### src/tsc_consts.svh
// Purpose: offsets, field positions, reset values and codes of the trigger sequencer control
// Assumes: 32-bit classic Wishbone, byte addresses, 16-bit registers in the low half
// Notes: definitions only
`ifndef TSC_CONSTS_SVH
`define TSC_CONSTS_SVH

`define TSC_ADR_CST 8'h00
`define TSC_ADR_CON 8'h04
`define TSC_ADR_BTE 8'h08
`define TSC_ADR_T0LIM 8'h0C
`define TSC_ADR_T1LIM 8'h10
`define TSC_ADR_SDLIM 8'h14

`define TSC_RST_REG 16'h0000
`define TSC_CST_WMASK 16'hB7C3
`define TSC_CON_WMASK 16'hFFF7

`define TSC_CST_EN 15
`define TSC_CST_SIDL 13
`define TSC_CST_TOGL 12
`define TSC_CST_SWT 10
`define TSC_CST_SSEN 9
`define TSC_CST_VIS 8
`define TSC_CST_STRT 7
`define TSC_CST_WDTO 6
`define TSC_CST_ITM_LVL 1
`define TSC_CST_ITM_SKIP 0

`define TSC_CMD_CTRL 4'h0
`define TSC_CMD_WHI 4'h4
`define TSC_CMD_WLO 4'h5
`define TSC_CMD_TRIG 3'h4
`define TSC_OPT_BCAST 4'hF
`define TSC_OPT_T0 4'h8
`define TSC_OPT_T1 4'h9
`define TSC_OPT_SWT 4'hA

`define TSC_CLK_SYS 3'h0
`define TSC_CLK_LAST 3'h5
`define TSC_WDT_BASE 10'h004

`endif

### src/tsc_pkg.sv
// Purpose: types of the trigger sequencer control
// Assumes: nothing
// Notes: the whole module state is one packed struct
package tsc_pkg;

  typedef enum logic [2:0] {
    TSC_IDLE,
    TSC_WAIT,
    TSC_TIMER,
    TSC_SWT,
    TSC_DELAY
  } tsc_state_type;

  typedef struct packed {
    tsc_state_type st;
    logic [15:0] cst;
    logic [15:0] con;
    logic [15:0] bte;
    logic [15:0] t0lim;
    logic [15:0] t1lim;
    logic [15:0] sdlim;
    logic [15:0] t0cnt;
    logic [15:0] t1cnt;
    logic [15:0] sdcnt;
    logic [9:0] wdt;
    logic [4:0] div;
    logic [4:0] pw;
    logic [31:0] tout;
    logic [31:0] pmask;
    logic [3:0] adc;
    logic [3:0] ics;
    logic [3:0] occ;
    logic [3:0] ocs;
    logic [15:0] tsync1;
    logic [15:0] tsync2;
    logic [4:0] csync1;
    logic [4:0] csync2;
    logic [4:0] csync3;
    logic [3:0] opt;
    logic skip;
    logic rise;
    logic prev;
    logic ready;
    logic ack;
    logic [15:0] rdata;
    logic wdt_evt;
    logic step_evt;
  } tsc_state_s_type;

endpackage

### src/tsc_sequencer_control.sv
// Purpose: control, status and step execution of the trigger sequencer
// Assumes: step bytes arrive from a queue on the same clock; trig_in_i and clk_src_i are asynchronous
// Notes: Wishbone slave answers every access one cycle after the strobe
// Notes on behaviour
// - sequencer works only while the module enable bit is one.
// - with stop-in-idle set, sequencer halts while the device idles.
// - toggle mode set: each trigger-output command inverts the selected output.
// - toggle mode clear: each trigger-output command emits one pulse.
// - writing one to software trigger triggers; writing zero does nothing.
// - single-step enable bit places the sequencer in single-step mode.
// - visibility set: limit reads return live counter or timer values.
// - start bit set runs queued commands continuously; clear stops them.
// - hardware sets watchdog time-out flag on expiry; software clears it.
// - input trigger mode picks level or edge detect for wait commands.
// - modes 11 and 01 skip the step delay on wait exit.
// - broadcast pulses each enabled compare clock line once.
// - broadcast sends trigger or sync to each enabled unit.
// - broadcast enables are used only by control option 1111.
// - enables and limits are read-only while enabled and started.
// - timer-0 limit acts only in the timer-0 step command.
// - step delay equals step-delay limit plus one sequencer clock.
// - command byte: code in upper nibble, option in lower nibble; trigger-output commands use bits 7:5 as code and 4:0 as output.
//
// The Wishbone interface to the registers and the address map were chosen for this implementation.
`timescale 1ns/10ps
`include "tsc_consts.svh"

module tsc_sequencer_control
  import tsc_pkg::*;
(
  input wire logic clk_i,
  input wire logic rst_i,
  input wire logic wb_cyc_i,
  input wire logic wb_stb_i,
  input wire logic wb_we_i,
  input wire logic [7:0] wb_adr_i,
  input wire logic [31:0] wb_dat_i,
  input wire logic [3:0] wb_sel_i,
  output logic [31:0] wb_dat_o,
  output logic wb_ack_o,
  input wire logic idle_mode_i,
  input wire logic cmd_valid_i,
  input wire logic [7:0] cmd_byte_i,
  output logic cmd_ready_o,
  input wire logic [15:0] trig_in_i,
  input wire logic [4:0] clk_src_i,
  output logic [31:0] trigger_output_o,
  output logic [3:0] converter_sample_trigger_o,
  output logic [3:0] capture_sync_o,
  output logic [3:0] compare_clock_o,
  output logic [3:0] compare_sync_o,
  output logic watchdog_timeout_o,
  output logic step_done_o
);

  tsc_state_s_type s_ff;
  tsc_state_s_type s;
  logic [2:0] csel;
  logic raw_tick;
  logic tick;
  logic run;
  logic locked;
  logic bus_req;
  logic wr;
  logic take;
  logic expire;
  logic finish;
  logic hit;
  logic cur;
  logic [15:0] merged;

  function automatic logic [15:0] lane_merge(input logic [15:0] old, input logic [15:0] wd,
                                             input logic [1:0] sel, input logic [15:0] mask);
    lane_merge = {sel[1] ? wd[15:8] : old[15:8], sel[0] ? wd[7:0] : old[7:0]} & mask;
  endfunction

  function automatic logic [9:0] wdt_limit(input logic [2:0] sel);
    wdt_limit = `TSC_WDT_BASE << sel;
  endfunction

  ////////////////////////////////////////////////////////////////////////////
  // sequencer clock: source select and divider
  // source and divider
  assign csel = s_ff.con[15:13];
  assign raw_tick = (csel == `TSC_CLK_SYS) ? 1'b1 :
                    (csel <= `TSC_CLK_LAST) ? (s_ff.csync2[csel - 3'h1] & ~s_ff.csync3[csel - 3'h1]) : 1'b0;
  assign tick = raw_tick && (s_ff.div == s_ff.con[12:8]);

  assign run = s_ff.cst[`TSC_CST_EN] && s_ff.cst[`TSC_CST_STRT] && !(s_ff.cst[`TSC_CST_SIDL] && idle_mode_i);
  assign locked = s_ff.cst[`TSC_CST_EN] && s_ff.cst[`TSC_CST_STRT];
  assign bus_req = wb_cyc_i && wb_stb_i && !s_ff.ack;
  assign wr = bus_req && wb_we_i;
  assign take = cmd_valid_i && s_ff.ready;

  ////////////////////////////////////////////////////////////////////////////
  always_comb begin
    s = s_ff;
    merged = `TSC_RST_REG;
    expire = 1'b0;
    finish = 1'b0;
    hit = 1'b0;
    cur = s_ff.tsync2[s_ff.opt];
    s.ack = 1'b0;
    s.wdt_evt = 1'b0;
    s.step_evt = 1'b0;
    s.adc = 4'h0;
    s.ics = 4'h0;
    s.occ = 4'h0;
    s.ocs = 4'h0;
    // inputs cross in through two flops; the third only feeds the edge detector
    s.tsync1 = trig_in_i;
    s.tsync2 = s_ff.tsync1;
    s.csync1 = clk_src_i;
    s.csync2 = s_ff.csync1;
    s.csync3 = s_ff.csync2;
    if (raw_tick) begin
      s.div = tick ? 5'h00 : s_ff.div + 5'h01;
    end
    if (tick && s_ff.pw != 5'h00) begin
      s.pw = s_ff.pw - 5'h01;
      if (s_ff.pw == 5'h01) begin
        s.tout = s_ff.tout & ~s_ff.pmask;
        s.pmask = 32'h0000_0000;
      end
    end
    case (s_ff.st)
      TSC_IDLE: begin
        if (take) begin
          s.opt = cmd_byte_i[3:0];
          s.sdcnt = 16'h0000;
          s.wdt = 10'h000;
          s.skip = 1'b0;
          s.st = TSC_DELAY;
          if (cmd_byte_i[7:5] == `TSC_CMD_TRIG) begin
            if (s_ff.cst[`TSC_CST_TOGL]) begin
              s.tout[cmd_byte_i[4:0]] = ~s_ff.tout[cmd_byte_i[4:0]];
            end else begin
              s.tout[cmd_byte_i[4:0]] = 1'b1;
              s.pmask[cmd_byte_i[4:0]] = 1'b1;
              s.pw = {1'b0, s_ff.con[7:4]} + 5'h01;
            end
          end else if (cmd_byte_i[7:4] == `TSC_CMD_WHI || cmd_byte_i[7:4] == `TSC_CMD_WLO) begin
            s.st = TSC_WAIT;
            s.rise = (cmd_byte_i[7:4] == `TSC_CMD_WHI);
            s.prev = s_ff.tsync2[cmd_byte_i[3:0]];
            s.skip = s_ff.cst[`TSC_CST_ITM_SKIP];
          end else if (cmd_byte_i[7:4] == `TSC_CMD_CTRL) begin
            if (cmd_byte_i[3:0] == `TSC_OPT_BCAST) begin
              s.adc = s_ff.bte[15:12];
              s.ics = s_ff.bte[11:8];
              s.occ = s_ff.bte[7:4];
              s.ocs = s_ff.bte[3:0];
            end else if (cmd_byte_i[3:0] == `TSC_OPT_T0) begin
              s.t0cnt = 16'h0000;
              s.st = TSC_TIMER;
            end else if (cmd_byte_i[3:0] == `TSC_OPT_T1) begin
              s.t1cnt = 16'h0000;
              s.st = TSC_TIMER;
            end else if (cmd_byte_i[3:0] == `TSC_OPT_SWT) begin
              s.st = TSC_SWT;
            end
          end
        end
      end
      TSC_WAIT: begin
        s.prev = cur;
        if (s_ff.cst[`TSC_CST_ITM_LVL]) begin
          hit = s_ff.rise ? cur : !cur;
        end else begin
          hit = s_ff.rise ? (cur && !s_ff.prev) : (!cur && s_ff.prev);
        end
        if (hit) begin
          if (s_ff.skip) begin
            finish = 1'b1;
          end else begin
            s.st = TSC_DELAY;
          end
        end else if (tick && s_ff.con[2:0] != 3'h0) begin
          if (s_ff.wdt == wdt_limit(s_ff.con[2:0]) - 10'h001) begin
            expire = 1'b1;
            finish = 1'b1;
          end else begin
            s.wdt = s_ff.wdt + 10'h001;
          end
        end
      end
      TSC_SWT: begin
        if (s_ff.cst[`TSC_CST_SWT]) begin
          s.cst[`TSC_CST_SWT] = 1'b0;
          s.st = TSC_DELAY;
        end
      end
      TSC_TIMER: begin
        if (tick) begin
          if (!s_ff.opt[0]) begin
            if (s_ff.t0cnt == s_ff.t0lim) begin
              s.st = TSC_DELAY;
            end else begin
              s.t0cnt = s_ff.t0cnt + 16'h0001;
            end
          end else if (s_ff.t1cnt == s_ff.t1lim) begin
            s.st = TSC_DELAY;
          end else begin
            s.t1cnt = s_ff.t1cnt + 16'h0001;
          end
        end
      end
      TSC_DELAY: begin
        if (tick) begin
          if (s_ff.sdcnt == s_ff.sdlim) begin
            finish = 1'b1;
          end else begin
            s.sdcnt = s_ff.sdcnt + 16'h0001;
          end
        end
      end
      default: begin
        s.st = TSC_IDLE;
      end
    endcase
    if (finish) begin
      s.st = TSC_IDLE;
      s.step_evt = 1'b1;
      // single step halts after each step
      if (s_ff.cst[`TSC_CST_SSEN]) begin
        s.cst[`TSC_CST_STRT] = 1'b0;
      end
    end
    if (!run) begin
      s.st = TSC_IDLE;
    end
    if (!s_ff.cst[`TSC_CST_EN]) begin
      s.tout = 32'h0000_0000;
      s.pmask = 32'h0000_0000;
      s.pw = 5'h00;
    end
    //////////////////////////////////////////////////////////////////////////
    // register bus
    if (bus_req) begin
      s.ack = 1'b1;
      s.rdata = `TSC_RST_REG;
      if (wb_adr_i == `TSC_ADR_CST) begin
        s.rdata = s_ff.cst;
      end else if (wb_adr_i == `TSC_ADR_CON) begin
        s.rdata = s_ff.con;
      end else if (wb_adr_i == `TSC_ADR_BTE) begin
        s.rdata = s_ff.bte;
      end else if (wb_adr_i == `TSC_ADR_T0LIM) begin
        s.rdata = s_ff.cst[`TSC_CST_VIS] ? s_ff.t0cnt : s_ff.t0lim;
      end else if (wb_adr_i == `TSC_ADR_T1LIM) begin
        s.rdata = s_ff.cst[`TSC_CST_VIS] ? s_ff.t1cnt : s_ff.t1lim;
      end else if (wb_adr_i == `TSC_ADR_SDLIM) begin
        s.rdata = s_ff.cst[`TSC_CST_VIS] ? s_ff.sdcnt : s_ff.sdlim;
      end
    end
    if (wr) begin
      if (wb_adr_i == `TSC_ADR_CST) begin
        merged = lane_merge(s.cst, wb_dat_i[15:0], wb_sel_i[1:0], `TSC_CST_WMASK);
        merged[`TSC_CST_SWT] = s.cst[`TSC_CST_SWT] | merged[`TSC_CST_SWT];
        merged[`TSC_CST_WDTO] = s_ff.cst[`TSC_CST_WDTO] & merged[`TSC_CST_WDTO];
        s.cst = merged;
      end else if (wb_adr_i == `TSC_ADR_CON) begin
        s.con = lane_merge(s_ff.con, wb_dat_i[15:0], wb_sel_i[1:0], `TSC_CON_WMASK);
      end else if (!locked) begin
        if (wb_adr_i == `TSC_ADR_BTE) begin
          s.bte = lane_merge(s_ff.bte, wb_dat_i[15:0], wb_sel_i[1:0], 16'hFFFF);
        end else if (wb_adr_i == `TSC_ADR_T0LIM) begin
          s.t0lim = lane_merge(s_ff.t0lim, wb_dat_i[15:0], wb_sel_i[1:0], 16'hFFFF);
        end else if (wb_adr_i == `TSC_ADR_T1LIM) begin
          s.t1lim = lane_merge(s_ff.t1lim, wb_dat_i[15:0], wb_sel_i[1:0], 16'hFFFF);
        end else if (wb_adr_i == `TSC_ADR_SDLIM) begin
          s.sdlim = lane_merge(s_ff.sdlim, wb_dat_i[15:0], wb_sel_i[1:0], 16'hFFFF);
        end
      end
    end
    if (expire) begin
      s.cst[`TSC_CST_WDTO] = 1'b1;
      s.wdt_evt = 1'b1;
    end
    // ready follows the next register values so it never lags a stop
    s.ready = (s.st == TSC_IDLE) && !take && s.cst[`TSC_CST_EN] && s.cst[`TSC_CST_STRT] &&
              !(s.cst[`TSC_CST_SIDL] && idle_mode_i);
  end

  always_ff @(posedge clk_i) begin
    if (rst_i) begin
      s_ff <= '0;
    end else begin
      s_ff <= s;
    end
  end

  assign wb_dat_o = {16'h0000, s_ff.rdata};
  assign wb_ack_o = s_ff.ack;
  assign cmd_ready_o = s_ff.ready;
  assign trigger_output_o = s_ff.tout;
  assign converter_sample_trigger_o = s_ff.adc;
  assign capture_sync_o = s_ff.ics;
  assign compare_clock_o = s_ff.occ;
  assign compare_sync_o = s_ff.ocs;
  assign watchdog_timeout_o = s_ff.wdt_evt;
  assign step_done_o = s_ff.step_evt;
endmodule

### config.mk
export PLATFORM = sky130hd
export DESIGN_NAME = tsc_sequencer_control
export DESIGN_NICKNAME = d
export VERILOG_FILES = /design/src/tsc_pkg.sv /design/src/tsc_sequencer_control.sv
export VERILOG_INCLUDE_DIRS = /design/src
export SDC_FILE = /design/constraint.sdc
export NUM_CORES = 1
export LEC_CHECK = 0
export ABC_AREA = 1
export BUFFER_PORTS_ARGS = -buffer_cell sky130_fd_sc_hd__buf_4
export CAP_MARGIN = 20
export CORE_AREA = 2 2 207 209
export CTS_CLUSTER_SIZE = 14
export DETAILED_ROUTE_END_ITERATION = 8
export DIE_AREA = 0 0 209 211
export GPL_TIMING_DRIVEN = 0
export PLACE_DENSITY = 0.68
export SYNTH_ARGS = -nofsm -noshare
export SYNTH_HDL_FRONTEND = slang
export SYNTH_SLANG_ARGS = --single-unit
### constraint.sdc
create_clock -name clk_i -period 3.4 [get_ports clk_i]
set_input_delay 0.34 -clock clk_i [delete_from_list [all_inputs] [get_ports clk_i]]
set_output_delay 0.34 -clock clk_i [all_outputs]
set_load 0.005 [all_outputs]
## Word-level counts from Yosys, hierarchy flattened

Index checks and enable logic that the tools add are counted.

- Input port bits: 80
- Register bits: 314
- Word-level logic and storage cells: 303
- Output and inout bits: 84

- Bitwise logic cells: 21
- Equal/unequal tests: 41
- Multiplexer cells: 125
- Shift-type cells: 1
- Order comparisons: 6
- Add/sub/neg operators: 9
- Reduce and logical (&&, ||, !) cells: 59

Operators by type and width:

| cell | number |
|---|---|
| two-way mux 16 bit | 29 |
| two-way mux 32 bit | 8 |
| two-way mux 64 bit | 3 |
| two-way mux 85 bit | 2 |
| two-way mux 69 bit | 2 |
| two-way mux 8 bit | 12 |
| two-way mux 96 bit | 1 |
| two-way mux 80 bit | 1 |
| OR 32 bit | 2 |
| one-hot mux 32 bit (2 select lines) | 1 |
| two-way mux 58 bit | 1 |
| two-way mux 3 bit | 19 |
| adder 16 x 1 -> 16 bit, second input constant | 3 |
| == test 16 bit | 3 |
| two-way mux 48 bit | 1 |
| != test 2 bit, second input constant | 19 |
| bitwise AND 32 bit | 1 |
| bitwise mux 32 bit | 1 |
| inverter 32 bit | 1 |
| one-hot mux 16 bit (2 select lines) | 1 |
| two-way mux 10 bit | 3 |
| two-way mux 1 bit | 27 |
| one-hot mux 10 bit (2 select lines) | 1 |
| AND reduction 4 bit | 5 |
| other kinds (54) | 115 |

## Depth between registers and ports, before layout

- Depth after elaboration: 20
- Depth in mapped cells: 18
- Depth with buffers taken out: 18

## Least setup slack after synthesis

Ideal clock, no wire load.

- Path kind: reg-to-reg
- Start point: register s_ff, in the netlist csel[0]
- End point: register s_ff, in the netlist trigger_output_o[13]
- Data arrival time: 1934 ps
- Period minus slack after synthesis: 2066 ps
- Data required time: 3268 ps
- Path buffers: 1
- Slack: 1334 ps
- Cell stages (with the launch flop): 17
- Library setup time: 132 ps
- Cells stage by stage: dfxtp_1 inv_2 ha_1 nand2_1 inv_1 nand2_1 a21oi_2 nand3_2 nand2_4 nand2_4 nor2_4 inv_2 nor2_4 buf_4 nand2_1 a21oi_1 nor3_1

- Cells in the longest elaborated chain, start to end: 15
- Elaborated cells between the ends (all ways): 20
- Classes of those cells: 1 x add/sub; 1 x order compare; 12 x mux; 3 x bitwise; 3 x reduce/logical

RTL lines:

| what | line | source |
|---|---|---|
| start, declared | tsc_sequencer_control.sv:56 | `tsc_state_s_type s_ff;` |
| start signal, assigned | tsc_sequencer_control.sv:289 | `s_ff <= s;` |
| subtractor 3 x 1 -> 3 bit | tsc_sequencer_control.sv:86 | `` (csel <= `TSC_CLK_LAST) ? (s_ff.csync2[csel - 3'h1] & ~s_ff.csync3[csel - 3'h1]) : 1'b0; `` |
| binary-select mux 1 bit (select 3 bit) | tsc_sequencer_control.sv:86 |  |
| two-way mux 1 bit (not written as such) | tsc_sequencer_control.sv:86 |  |
| inverter 1 bit | tsc_sequencer_control.sv:86 |  |
| bitwise AND 1 bit | tsc_sequencer_control.sv:86 |  |
| two-way mux 1 bit | tsc_sequencer_control.sv:86 |  |
| two-way mux 1 bit (*) | tsc_sequencer_control.sv:85 | `` assign raw_tick = (csel == `TSC_CLK_SYS) ? 1'b1 : `` |
| logical AND 1 bit (*) | tsc_sequencer_control.sv:87 | `assign tick = raw_tick && (s_ff.div == s_ff.con[12:8]);` |
| logical AND 1 bit (*) | tsc_sequencer_control.sv:119 | `if (tick && s_ff.pw != 5'h00) begin` |
| two-way mux 69 bit (*) | tsc_sequencer_control.sv:119 |  |
| OR 32 bit (no source line) / bitwise mux 32 bit (equally long branches) | n/a |  |
| two-way mux 32 bit | tsc_sequencer_control.sv:135 | `` if (s_ff.cst[`TSC_CST_TOGL]) begin `` |
| two-way mux 69 bit | tsc_sequencer_control.sv:134 | `` if (cmd_byte_i[7:5] == `TSC_CMD_TRIG) begin `` |
| two-way mux 85 bit | tsc_sequencer_control.sv:128 | `if (take) begin` |
| two-way mux 85 bit (*) | tsc_sequencer_control.sv:126 | `case (s_ff.st)` |

Mark *: on every way between the ends. The rest lies on a longest branch, timed or not. The select of a mux whose other input is x is not followed.
A chain may end at the register's enable or synchronous reset.

## Final worst setup path

- Start point: register s_ff[310] in the netlist's numbering
- End point: register s_ff, in the netlist wb_dat_o[3]

- Cells in the longest elaborated chain, start to end: 7
- Elaborated cells between the ends (all ways): 9
- Classes of those cells: 9 x mux

RTL lines:

| what | line | source |
|---|---|---|
| two-way mux 16 bit | tsc_sequencer_control.sv:253 | `` s.rdata = s_ff.cst[`TSC_CST_VIS] ? s_ff.sdcnt : s_ff.sdlim; `` |
| two-way mux 16 bit | tsc_sequencer_control.sv:252 | `` end else if (wb_adr_i == `TSC_ADR_SDLIM) begin `` |
| two-way mux 16 bit | tsc_sequencer_control.sv:250 | `` end else if (wb_adr_i == `TSC_ADR_T1LIM) begin `` |
| two-way mux 16 bit (*) | tsc_sequencer_control.sv:248 | `` end else if (wb_adr_i == `TSC_ADR_T0LIM) begin `` |
| two-way mux 16 bit (*) | tsc_sequencer_control.sv:246 | `` end else if (wb_adr_i == `TSC_ADR_BTE) begin `` |
| two-way mux 16 bit (*) | tsc_sequencer_control.sv:244 | `` end else if (wb_adr_i == `TSC_ADR_CON) begin `` |
| two-way mux 16 bit (*) | tsc_sequencer_control.sv:242 | `` if (wb_adr_i == `TSC_ADR_CST) begin `` |

Mark *: on every way between the ends. The rest lies on a longest branch, timed or not.

==> impl_metrics.ini <==
[status]
status = finished, final reports clean

[critical_path]
cp.arrival_ns = 3.13
r2r_end = wb_dat_o[3]
cp-startpoint = s_ff[310]
cp-start-kind = flop
r2r_cells = 7
crit_end = wb_dat_o[3]
end_kind = flop
ff2ff_setup_slack_ns = 0.65
worstSetupPathType = reg -> reg
cp.required_ns = 3.78
r2r_start = s_ff[310]
worst-path-max-fanout = 10

[route]
dr.pass1.iters = 5
vias_per_cell = 5.23
wl_per_cell_um = 17.1
ant_nets = 0
wirelength_um = 54500
vias = 16700
drc_errors = 0
dr.first_iter.drc_count = 1533

[sta]
hold_viol_final = 0
slew_violations = 0
fin_crit_ns = 2.75
fin_crit_sh_pct = 80.9
clock_skew_ns = 0.0224
worstMarginPinSlew_ns = 0.957
final.setup.tns_ns = 0
timing.fmax_ghz = 0.364
hold-worst-slack_ns = 0.00557
relSlewSlack_pct = 36.2
setup_viol = 0
rsz0062_at_grt = false

[run]
cap_violations = 0

[synth]
avgSynthCellArea_um2 = 6.82
synthDistinctLibCells = 55
async_flop_share_pct = 0
netlist_instances = 2422
yosysWarnings = 0
synthFlopType = dfxtp_1
synth-seq-cells = 314
syn-cell-area_um2 = 16500
synth-edff-count = 0
ys_seq_area_share_pct = 38.1

[layout]
final_cells = 3184
final_common_cell = nand2_1
mostFrequentLayoutCells = nand2_1, dfxtp_1, inv_1, nor2_1
final_nets = 2706
syn_to_final_growth_pct = 18.7
drive_gt1_share_pct = 15.5
n_fill_cell = 4198

[global_routing]
grt_usage_pct = 24.2
met2_usage_pct = 38.0
grt_pass1_vias = 15400
use_met3_pct = 5.52
grt_pass1_wl_um = 84000
antenna_found_initial = 1
grt_overflow = 0
met1_usage_pct = 31.3
grt_max_degree = 15
grt-busiest-layer = met2

[clock_network]
root_buffer = clkbuf_16
clock_latency_ns = 0.54
htreeDepth = 2
clk_pin_slew_worst_paths_ns = 0.06
numCtsBuffers = 35
cts_tree = yes
cts_resized = 0
cts_buffer_depth = 3
cts_sinks = 314

[power_and_ir_drop]
internal_power_mw = 6.30
p_total_mw = 8.22
cellPowerDensity_nw_per_um2 = 420
ir_worst_vdd_mv = 0.266
p_leak_nw = 7.76
power_frac_seq_pct = 45.3
power.switching_mw = 1.92
comb_power_share_pct = 4.8
pwr-share-clk_pct = 49.9
power.share.switching_pct = 23.3

[placed_design]
hpwl_um = 41500
placed_cells = 3103
routabilityCongestion = 1.01
port_buffers = 127

[floorplanning]
dieArea_um2 = 44100
die_height_um = 211
start_util_pct = 39.5
die_w_um = 209
fp.coreArea_um2 = 41800
io_pins = 164
rows = 75

[hold_path]
holdCritPathClass = in -> reg
hold_path_depth = 3
[sequential cells by signal (all words and copies together) (netlist names), 3 cells and up]
register                    cells
converter_sample_trigger_o      4
csel                            3
capture_sync_o                  4
s                              26
compare_clock_o                 4
compare_sync_o                  4
s_ff                          217
wb_dat_o                       16
trigger_output_o               32
[stage by stage]
stage | setup slack, ns | area [um2] | utilization [%]
3_5_place_dp | 0.748 | 18200 | 43.6
3_3_place_gp | 0.738 | 18200 | 43.6
6_report | 0.651 | 19600 | 46.9
2_1_floorplan | 1.33 | 16600 | -
4_1_cts | 0.735 | 19600 | 46.9
5_1_grt | 0.402 | 19600 | 46.9
[metal layers]
layer | vias up | part of all wire [%]
li1 | 8088 | -
met1 | 7710 | 42
met2 | 714 | 44
met3 | 152 | 9.1
met4 | 0 | 4.7
met5 | - | 0
[cell usage after synthesis, types with 5 or more instances]
master       n  share of area, %
clkbuf_2     5              0.15
nand2_1    498                11
a211oi_1    11              0.50
a21oi_1    219               6.6
a211oi_2    11              0.83
dfxtp_1    314                38
clkbuf_1    50               1.1
nor2_4       5              0.34
o2111ai_1    8              0.42
ha_1        10              0.76
inv_1      303               6.9
xor2_1      38               2.0
nor4_1       8              0.30
o221ai_1     5              0.27
nand3_1     88               2.7
o211ai_1    27               1.2
xnor2_1     17              0.90
o21ai_0    127               3.9
buf_2       23              0.70
o21ai_1     46               1.4
nand2_2     10              0.38
nand4_1     25              0.95
nor2_2      14              0.53
nand3_2      7              0.42
o22ai_1     23              0.87
nor3_1      67               2.0
nor2_1     289               6.6
buf_4       92               4.2
inv_2       31              0.70
[critical path, stage by stage, from the launching register on]
cell	delay [ns]
dfxtp_1	0.39
clkbuf_1	0.41
clkbuf_1	0.66
nand2_1	0.18
a31oi_1	0.37
nand3_1	0.31
o211ai_1	0.19
a21oi_1	0.09
[repair_timing]
action,in CTS,in global routing
hold endpoints to repair,15,0
buffers inserted,0,0
hold buffers,15,0
[power by group through the flow]
stage	clock network [mW]	logic (mW)	registers (mW)
final	4.10	0.394	3.72
after global routing	4.29	0.423	3.72
after CTS	4.15	0.385	3.72
after detailed placement	0	0.370	3.81
after global placement	0	0.365	3.80
after floorplan	0	0.191	3.80
[how the worst min path moves through the flow]
stage	slack, ns	start	end
2_1_floorplan	0.39	s[32]	s[27]
3_3_place_gp	0.39	s[57]	s_ff[57]
3_5_place_dp	0.39	s[52]	s_ff[52]
4_1_cts	0.00002	trig_in_i[0]	s[42]
6_report	0.006	trig_in_i[11]	s[53]
5_1_grt	0.01	trig_in_i[15]	s[57]
[cells by family (layout without fill, tap and decap cells)]
kind of cell,after synthesis,after routing,share of synthesized area [%]
other cells,1,18,0.0227
flops,314,314,38.1
simple gates,1035,1035,27.2
buf+inv,512,718,14.1
fa+ha+maj,10,10,0.758
compound gates,495,495,16.9
xor+xnor,55,55,2.92
[final cells by class]
type / count / area, um2 / area share, %
antenna: 2 / 5.00 / 0.0255
tap: 539 / 674 / 3.44
clock inverter: 21 / 268 / 1.37
buffer: 175 / 1070 / 5.45
multi-input combinational: 1611 / 7950 / 40.6
inverter: 337 / 1260 / 6.46
timing repair buffer: 142 / 1100 / 5.63
clock buffer: 43 / 977 / 4.99
sequential: 314 / 6290 / 32.1
No activity file was read; power rests on OpenSTA's default activity.
